`config.mk`:
```
export PLATFORM = sky130hd
export DESIGN_NAME = psq_sequencer
export DESIGN_NICKNAME = d
export VERILOG_FILES = /design/src/psq_pkg.sv /design/src/psq_sequencer.sv
export SDC_FILE = /design/constraint.sdc
export NUM_CORES = 1
export LEC_CHECK = 0
export ABC_CLOCK_PERIOD_IN_PS = 2800
export BUFFER_PORTS_ARGS = -buffer_cell sky130_fd_sc_hd__buf_2
export CAP_MARGIN = 5
export CORE_UTILIZATION = 48
export DETAILED_ROUTE_END_ITERATION = 12
export PLACE_DENSITY_LB_ADDON = 0.2
export SLEW_MARGIN = 20
export SYNTH_ARGS = -nofsm -noshare
export SYNTH_HDL_FRONTEND = slang
export SYNTH_SLANG_ARGS = --single-unit
```
`constraint.sdc`:
```
create_clock -name I_CLK_SYS -period 2.8 [get_ports I_CLK_SYS]
set_clock_uncertainty 0.15 [all_clocks]
set_input_delay 0 -clock I_CLK_SYS [delete_from_list [all_inputs] [get_ports I_CLK_SYS]]
set_output_delay 0 -clock I_CLK_SYS [all_outputs]
set_load 0.005 [all_outputs]
```
`src/psq_pkg.sv`:
```
// Contract
// - enable closes precharge switch, lights precharge indicator
// - at 25 ms, below 10 % aborts as short
// - first check passes, precharge continues to stage two
// - at capacitance check, below 85 % aborts as capacitance
// - capacitance check instant is a settable constant
// - main switches only after both stages pass
// - main path on flag 1 us after gate command
// - on indicator while main switches conduct
// - ready indicator while control logic operates
// - adjustable overcurrent latches fault, lights indicator
// - any fault opens all switches, lights its indicator
// - latched fault blocks enable until acknowledged
// - buttons and controller requests treated alike
// - rotary positions map to 0..99 A, 11 A steps
// - precharge path only for input to output
// - adjustable overcurrent trips after more than 300 us
// - fixed 160 A trips at once, severe fault
package psq_pkg;

  // ----------------------------------------------------------
  // timing
  // ----------------------------------------------------------
  localparam int unsigned CLK_HZ = 50_000_000;
  localparam int unsigned CYC_PER_US = CLK_HZ / 1_000_000;
  localparam int unsigned CYC_PER_MS = CLK_HZ / 1_000;
  localparam int unsigned T_SHORT_CHECK_MS = 25;
  localparam int unsigned T_CAP_CHECK_MS = 300;
  localparam int unsigned T_OC_FILTER_US = 300;
  localparam int unsigned T_GATE_SETTLE_US = 1;
  localparam int TIMER_W = 26;
  localparam int OC_W = 16;

  // ----------------------------------------------------------
  // current limit
  // ----------------------------------------------------------
  localparam logic [6:0] LIMIT_MAX_A = 7'h63;
  localparam logic [3:0] ROT_MAX_POS = 4'h9;
  localparam logic [6:0] ROT_STEP_A = 7'h0B;
  localparam logic [6:0] LIMIT_RESET = 7'h00;

  // ----------------------------------------------------------
  // register map and fields
  // ----------------------------------------------------------
  localparam logic [7:0] REG_CTRL = 8'h00;
  localparam logic [7:0] REG_LIMIT = 8'h04;
  localparam logic [7:0] REG_STATUS = 8'h08;
  localparam int CTRL_ENABLE = 0;
  localparam int CTRL_DISABLE = 1;
  localparam int CTRL_FAULT_ACK = 2;
  localparam int ST_PRECHARGE = 0;
  localparam int ST_MAIN_ON = 1;
  localparam int ST_SHORT = 2;
  localparam int ST_CAP = 3;
  localparam int ST_OC = 4;
  localparam int ST_SEVERE = 5;
  localparam int ST_LIMIT_SRC = 6;
  localparam int ST_LIMIT_LSB = 8;
  localparam int ST_STATE_LSB = 16;

  // ----------------------------------------------------------
  // types
  // ----------------------------------------------------------
  typedef enum logic [5:0] {
    S_IDLE = 6'h01,
    S_STAGE1 = 6'h02,
    S_STAGE2 = 6'h04,
    S_SWITCHING = 6'h08,
    S_ON = 6'h10,
    S_FAULT = 6'h20
  } psq_state_t;

  typedef struct packed {
    logic cyc;
    logic stb;
    logic we;
    logic [7:0] adr;
    logic [3:0] sel;
    logic [31:0] dat;
  } psq_wb_req_t;

  typedef struct packed {
    logic ack;
    logic [31:0] dat;
  } psq_wb_rsp_t;

  typedef struct packed {
    logic short_f;
    logic cap_f;
    logic oc_f;
    logic severe_f;
  } psq_faults_t;

endpackage : psq_pkg

```
`src/psq_sequencer.sv`:
```
// Implementation choices: the placing of the registers and the Wishbone slave port.
`timescale 1ns/10ps
module psq_sequencer #(
  parameter int unsigned SHORT_CHECK_CYC = psq_pkg::T_SHORT_CHECK_MS * psq_pkg::CYC_PER_MS,
  parameter int unsigned CAP_CHECK_CYC = psq_pkg::T_CAP_CHECK_MS * psq_pkg::CYC_PER_MS,
  parameter int unsigned OC_FILTER_CYC = psq_pkg::T_OC_FILTER_US * psq_pkg::CYC_PER_US
) (
  // clock and reset
  input wire logic I_CLK_SYS,
  input wire logic I_RESET_N,
  // register bus
  input wire psq_pkg::psq_wb_req_t I_WB,
  output psq_pkg::psq_wb_rsp_t O_WB,
  // front panel buttons, rotary switch and limit source strap
  input wire logic I_BTN_ON,
  input wire logic I_BTN_OFF,
  input wire logic [3:0] I_ROTARY,
  input wire logic I_LIMIT_SOURCE_SELECT,
  // comparators
  input wire logic I_VOUT_ABOVE_10PCT,
  input wire logic I_VOUT_ABOVE_85PCT,
  input wire logic I_OVER_LIMIT,
  input wire logic I_OVER_160A,
  // power stage
  output logic O_PRECHARGE_SWITCH,
  output logic O_GATE_ON,
  output logic O_MAIN_PATH_ON,
  output logic [6:0] O_LIMIT_AMPS,
  // indicators
  output logic O_READY_INDICATOR,
  output logic O_PRECHARGE_INDICATOR,
  output logic O_ON_INDICATOR,
  output logic O_SHORT_INDICATOR,
  output logic O_CAPACITANCE_FAULT_INDICATOR,
  output logic O_OVERCURRENT_INDICATOR
);
  import psq_pkg::*;

  // ----------------------------------------------------------
  // derived counts
  // ----------------------------------------------------------
  localparam int unsigned GATE_SETTLE_CYC = T_GATE_SETTLE_US * CYC_PER_US;
  localparam logic [TIMER_W-1:0] SHORT_AT = TIMER_W'(SHORT_CHECK_CYC - 1);
  localparam logic [TIMER_W-1:0] CAP_AT = TIMER_W'(CAP_CHECK_CYC - 1);
  localparam logic [TIMER_W-1:0] SETTLE_AT = TIMER_W'(GATE_SETTLE_CYC - 1);
  localparam logic [OC_W-1:0] OC_AT = OC_W'(OC_FILTER_CYC);

  // ----------------------------------------------------------
  // state
  // ----------------------------------------------------------
  typedef struct packed {
    psq_state_t state;
    logic [TIMER_W-1:0] timer;
    logic [OC_W-1:0] oc_cnt;
    psq_faults_t faults;
    logic on_prev;
    logic off_prev;
    logic ready;
    logic [6:0] ext_limit;
    logic [6:0] limit;
    logic ack;
    logic [31:0] rdat;
  } psq_regs_t;

  psq_regs_t st;
  psq_regs_t next_st;

  // ----------------------------------------------------------
  // helpers
  // ----------------------------------------------------------
  // rotary steps of 11 A; positions past the last one hold the top step
  function automatic logic [6:0] rotary_amps(input logic [3:0] pos);
    logic [3:0] p;
    logic [10:0] prod;
    p = (pos > ROT_MAX_POS) ? ROT_MAX_POS : pos;
    prod = {7'h00, p} * {4'h0, ROT_STEP_A};
    return prod[6:0];
  endfunction : rotary_amps

  // controller values above the ceiling saturate instead of wrapping
  function automatic logic [6:0] clamp_amps(input logic [6:0] amps);
    return (amps > LIMIT_MAX_A) ? LIMIT_MAX_A : amps;
  endfunction : clamp_amps

  logic wb_req;
  logic wr_ctrl;
  logic on_req;
  logic off_req;
  logic ack_req;
  logic active;
  logic short_fail;
  logic cap_fail;
  logic oc_trip;
  logic severe_trip;
  logic fault_now;

  // bus strobe and request decode
  assign wb_req = I_WB.cyc & I_WB.stb & ~st.ack;
  assign wr_ctrl = wb_req & I_WB.we & I_WB.sel[0] & (I_WB.adr == REG_CTRL);
  // either source starts or stops the switch the same way
  assign on_req = (I_BTN_ON & ~st.on_prev) | (wr_ctrl & I_WB.dat[CTRL_ENABLE]);
  assign off_req = (I_BTN_OFF & ~st.off_prev) | (wr_ctrl & I_WB.dat[CTRL_DISABLE]);
  assign ack_req = off_req | (wr_ctrl & I_WB.dat[CTRL_FAULT_ACK]);

  // fault detection; the checks only look at the comparators at their instant
  assign active = (st.state == S_STAGE1) | (st.state == S_STAGE2) |
                  (st.state == S_SWITCHING) | (st.state == S_ON);
  assign short_fail = (st.state == S_STAGE1) & (st.timer == SHORT_AT) &
                      ~I_VOUT_ABOVE_10PCT;
  assign cap_fail = (st.state == S_STAGE2) & (st.timer == CAP_AT) &
                    ~I_VOUT_ABOVE_85PCT;
  assign oc_trip = active & I_OVER_LIMIT & (st.oc_cnt == OC_AT);
  assign severe_trip = active & I_OVER_160A;
  assign fault_now = short_fail | cap_fail | oc_trip | severe_trip;

  // ----------------------------------------------------------
  // next state
  // ----------------------------------------------------------
  always_comb begin
    next_st = st;
    next_st.ready = 1'b1;
    next_st.on_prev = I_BTN_ON;
    next_st.off_prev = I_BTN_OFF;
    next_st.ack = wb_req;

    // register access; unmapped offsets answer with zero
    if (wb_req) begin
      next_st.rdat = 32'h0000_0000;
      if (!I_WB.we) begin
        case (I_WB.adr)
          REG_LIMIT: begin
            next_st.rdat[6:0] = st.ext_limit;
          end
          REG_STATUS: begin
            next_st.rdat[ST_PRECHARGE] = O_PRECHARGE_SWITCH;
            next_st.rdat[ST_MAIN_ON] = O_MAIN_PATH_ON;
            next_st.rdat[ST_SHORT] = st.faults.short_f;
            next_st.rdat[ST_CAP] = st.faults.cap_f;
            next_st.rdat[ST_OC] = st.faults.oc_f;
            next_st.rdat[ST_SEVERE] = st.faults.severe_f;
            next_st.rdat[ST_LIMIT_SRC] = I_LIMIT_SOURCE_SELECT;
            next_st.rdat[ST_LIMIT_LSB +: 7] = st.limit;
            next_st.rdat[ST_STATE_LSB +: 6] = st.state;
          end
          default: begin
            next_st.rdat = 32'h0000_0000;
          end
        endcase
      end else if (I_WB.sel[0] && I_WB.adr == REG_LIMIT) begin
        next_st.ext_limit = clamp_amps(I_WB.dat[6:0]);
      end
    end

    // selected limit goes out to the threshold converter
    next_st.limit = I_LIMIT_SOURCE_SELECT ? st.ext_limit : rotary_amps(I_ROTARY);

    // overcurrent must persist; any gap restarts the filter
    if (active && I_OVER_LIMIT) begin
      if (st.oc_cnt != OC_AT) begin
        next_st.oc_cnt = st.oc_cnt + OC_W'(1);
      end
    end else begin
      next_st.oc_cnt = '0;
    end

    // sequence
    case (st.state)
      S_IDLE: begin
        next_st.timer = '0;
        if (on_req) begin
          next_st.state = S_STAGE1;
        end
      end
      S_STAGE1: begin
        next_st.timer = st.timer + TIMER_W'(1);
        if (st.timer == SHORT_AT && I_VOUT_ABOVE_10PCT) begin
          next_st.state = S_STAGE2;
        end
      end
      S_STAGE2: begin
        next_st.timer = st.timer + TIMER_W'(1);
        if (st.timer == CAP_AT && I_VOUT_ABOVE_85PCT) begin
          next_st.state = S_SWITCHING;
          next_st.timer = '0;
        end
      end
      S_SWITCHING: begin
        next_st.timer = st.timer + TIMER_W'(1);
        if (st.timer == SETTLE_AT) begin
          next_st.state = S_ON;
        end
      end
      S_ON: begin
        next_st.timer = '0;
      end
      S_FAULT: begin
        // enable stays ignored here until an acknowledge arrives
        next_st.timer = '0;
        if (ack_req) begin
          next_st.state = S_IDLE;
          next_st.faults = '0;
        end
      end
      default: begin
        next_st.state = S_IDLE;
        next_st.timer = '0;
      end
    endcase

    // faults outrank a disable in the same cycle so none is lost
    if (fault_now) begin
      next_st.state = S_FAULT;
      next_st.timer = '0;
    end else if (off_req && active) begin
      next_st.state = S_IDLE;
      next_st.timer = '0;
    end

    // latch the cause; a set wins over an acknowledge
    if (short_fail) begin
      next_st.faults.short_f = 1'b1;
    end
    if (cap_fail) begin
      next_st.faults.cap_f = 1'b1;
    end
    if (oc_trip) begin
      next_st.faults.oc_f = 1'b1;
    end
    if (severe_trip) begin
      next_st.faults.severe_f = 1'b1;
    end
  end

  // ----------------------------------------------------------
  // state register
  // ----------------------------------------------------------
  always_ff @(posedge I_CLK_SYS or negedge I_RESET_N) begin
    if (!I_RESET_N) begin
      st.state <= S_IDLE;
      st.timer <= '0;
      st.oc_cnt <= '0;
      st.faults <= '0;
      st.on_prev <= 1'b1;
      st.off_prev <= 1'b1;
      st.ready <= 1'b0;
      st.ext_limit <= LIMIT_RESET;
      st.limit <= LIMIT_RESET;
      st.ack <= 1'b0;
      st.rdat <= 32'h0000_0000;
    end else begin
      st <= next_st;
    end
  end

  // ----------------------------------------------------------
  // outputs
  // ----------------------------------------------------------
  // precharge only drives input to output; it opens in the cycle the gate is driven
  assign O_PRECHARGE_SWITCH = (st.state == S_STAGE1) | (st.state == S_STAGE2);
  assign O_PRECHARGE_INDICATOR = O_PRECHARGE_SWITCH;
  assign O_GATE_ON = (st.state == S_SWITCHING) | (st.state == S_ON);
  assign O_MAIN_PATH_ON = (st.state == S_ON);
  assign O_ON_INDICATOR = O_GATE_ON;
  assign O_READY_INDICATOR = st.ready;
  assign O_SHORT_INDICATOR = st.faults.short_f;
  assign O_CAPACITANCE_FAULT_INDICATOR = st.faults.cap_f;
  // the severe trip has no lamp of its own, so it shares the overcurrent one
  assign O_OVERCURRENT_INDICATOR = st.faults.oc_f | st.faults.severe_f;
  assign O_LIMIT_AMPS = st.limit;
  // one driver for the whole response word keeps the struct net single-sourced
  assign O_WB = '{ack: st.ack, dat: st.rdat};
endmodule : psq_sequencer

```
==> results.json <==
{
  "crit_path_max_incr_delay_ps": 570,
  "initial_antenna_violation_count": 0,
  "irDropWorstVdd_v": 0.000226,
  "fill_cells": 889,
  "flow.area_growth_from_synthesis_pct": 12.6,
  "critPathCaptureType": "flop",
  "row_count": 36,
  "ctsLongestPathBuffers": 2,
  "timing.critical_path.slowest_stage_cell": "sky130_fd_sc_hd__or4_4",
  "crit_path_cell_trace": "or4_4 -> nor4_4 -> a31oi_2 -> nor4_4 -> a31oi_1 -> a2111oi_2",
  "cts_post_setup_buffers_inserted": 0,
  "leading_cell_type_in_the_layout_fill_and_taps_excluded": "sky130_fd_sc_hd__dfrtp_1",
  "ys_dominant_reg_cell": "sky130_fd_sc_hd__dfrtp_1",
  "tightest_slew_ps": 707,
  "final_max_slew_viol_count": 0,
  "result_of_the_run": "finished clean",
  "drt_pre_antenna_iters": 5,
  "layout.area.seq_sq_um": 2260,
  "netlist_instances": 502,
  "core-area_sq_um": 9910,
  "grt-ovfl-total": 0,
  "maxcap_viol_count": 0,
  "max-slew-margin-rel_pct": 52.9,
  "cts_max_level": 3,
  "final_antenna_net_count": 0,
  "avgRoutedWirePerCell_um": 14.6,
  "numClockSinks": 90,
  "total_power_mw": 2.66,
  "effective_utilization_at_floorplan_pct": 50.0,
  "final_core_utilization_pct": 56.3,
  "dr.first_iter.drc_count": 192,
  "io_buffers": 68,
  "synth_seq_cells": 90,
  "netlist_area_sq_um": 4950,
  "synth.distinct_cells": 62,
  "min_path_type": "input pin to flop",
  "fin_nets": 642,
  "worstPathRequired_ps": 2900,
  "ys_seq_area_share_pct": 45.5,
  "report.final.hold_viol_count": 0,
  "timing.critical_path.from_type": "flop",
  "crit_family": "simple AND/OR/NAND/NOR gates",
  "pwr_density_cell_nw_per_um2": 477,
  "antenna_cells": 0,
  "post-route-min-period_ps": 2640,
  "drive_above_1_share_pct": 20.5,
  "clock_insertion_delay_at_the_later_pin_of_the_skew_report_ps": 370,
  "drt_drc_violations_left": 0,
  "detailed_place_hpwl_um": 7270,
  "timing.critical_path.mode_cell": "sky130_fd_sc_hd__nor4_4",
  "vias_per_cell": 5.23,
  "dieWidth_um": 104,
  "crit_buf_inv": 0,
  "worstPathMaxFanout": 8,
  "fmax_mhz": 378,
  "fin_setup_tns_ps": 0,
  "track_usage_pct": 20.5,
  "async_flop_share_pct": 100,
  "tritoncts.num_buffers": 9,
  "area_of_the_die_sq_um": 10700,
  "wire_length_of_the_first_global_routing_pass_um": 17500,
  "cellLeakagePower_nw": 2.57,
  "dpl_cell_area_sq_um": 5160,
  "io_pins": 109,
  "critPathKind": "flop to flop",
  "yosysWarningCount": 0,
  "layout.cells.most_common_list": "sky130_fd_sc_hd__dfrtp_1 (87), sky130_fd_sc_hd__buf_2 (67), sky130_fd_sc_hd__nor2_1 (65)",
  "critical_path_arrival_ps": 2750,
  "postRouteWirelength_um": 10300,
  "avgSynthCellArea_sq_um": 9.87,
  "multiInputGateArea_sq_um": 2280,
  "cts_tree": "yes",
  "vias": 3680,
  "dieHeight_um": 104,
  "layout_worst_path_cycle_share_pct": 94.5,
  "globalplace.congestion": 0.808,
  "setup_viol_count_final": 0,
  "clk_transition_reported_paths_ps": 100,
  "first_global_vias": 3550,
  "grt_start_max_net_pins": 56,
  "postLayoutCellArea_sq_um": 5580,
  "unrepaired_setup_endpoints_after_global_routing": "false",
  "cts-root-buf": "sky130_fd_sc_hd__clkbuf_8",
  "synth-edff-count": 0
}
state kept, by name (all words and copies together), names as in the netlist:
signal and count:
st 59, O_WB 21, O_SHORT_INDICATOR 1, O_LIMIT_AMPS 7
O_READY_INDICATOR 1, O_CAPACITANCE_FAULT_INDICATOR 1
metal layers:
layer	global-route usage (%)	part of all wire [%]	vias up
met2	33.7	48	97
met5	0	0	-
met4	8.07	1.3	0
met3	3.40	4.4	11
li1	-	-	1815
met1	26.9	46	1757
what timing repair did:
action	in CTS	in global routing
hold buffers	24	0
resized for setup	0	1
endpoints found under the hold margin	83	0
setup endpoints to repair	0	2
cell type report:
| cell class | instances | share of cell area [%] |
|---|---|---|
| Multi-Input combinational cell | 349 | 40.9 |
| Sequential cell | 90 | 40.5 |
| Timing Repair Buffer | 100 | 11.5 |
| Tap cell | 133 | 2.98 |
| Clock buffer | 10 | 2.29 |
| Inverter | 16 | 1.08 |
| Clock inverter | 5 | 0.740 |
where the power goes:
| group | switching [mW] | internal [mW] | leakage, nW |
|---|---|---|---|
| sequential | 0.0490 | 1.35 | 1.21 |
| combinational | 0.276 | 0.187 | 1.28 |
| clock | 0.472 | 0.324 | 0.0790 |
Yosys cell counts (all sizes together) (3+ instances only):
cell type	number	area share (%)
o21ai	19	1.9
nor3	12	1.3
dfstp	3	1.6
mux2	6	1.4
nand4	12	1.5
inv	16	1.2
buf	47	7.1
or4	3	0.53
clkbuf	11	1.0
dfrtp	87	44
nor2b	5	0.63
nor2	66	5.2
nor4	8	1.7
nand2b	4	0.50
and4	5	0.93
ha	15	3.8
a21oi	12	1.2
a22oi	7	1.1
and3	7	0.88
xnor2	19	3.4
nand4b	5	0.88
a21o	5	0.76
a22o	15	2.7
a31oi	6	1.0
xor2	21	3.7
nand2	39	3.0
nand3	18	1.8
worst paths after layout:
check	from	endpoint	slack, ps	cells past startpoint
max reg2reg	st[82]	st[98]	160	6
min in group asynchronous	I_RESET_N	O_WB[16]	60	2
max in group asynchronous	I_RESET_N	st[48]	1650	3
min reg2reg	O_WB[5]	O_WB[5]	340	2
min	I_ROTARY[2]	O_LIMIT_AMPS[1]	50	5
max	st[82]	st[98]	160	6
metrics by stage:
step | instances | worst slack, ps | hold slack, ps
5_1_grt | 703 | 52.2 | 40.2
3_5_place_dp | 664 | 195 | -56.5
3_3_place_gp | 664 | 255 | -67.4
6_report | 703 | 155 | 53.2
2_1_floorplan | 513 | 325 | -446
4_1_cts | 703 | 164 | 32.6
cell families after synthesis:
family | count (synthesis) | share of synthesized area, %
AOI/OAI and AO/OA | 74 | 10.4
xor gates and xnor gates | 40 | 7.07
adders and majority gates | 16 | 4.19
buffers and inverters | 74 | 9.37
DFF | 90 | 45.5
muxes | 7 | 1.57
other | 2 | 0.152
and+or+nand+nor | 199 | 21.7
worst reg2reg max path, cell delays in order (launching register included):
cell and delay [ps]:
sky130_fd_sc_hd__dfrtp_1 470, sky130_fd_sc_hd__or4_4 570, sky130_fd_sc_hd__nor4_4 340, sky130_fd_sc_hd__a31oi_2 190
sky130_fd_sc_hd__nor4_4 370, sky130_fd_sc_hd__a31oi_1 150, sky130_fd_sc_hd__a2111oi_2 290
No activity file was read; power rests on OpenSTA's default activity.
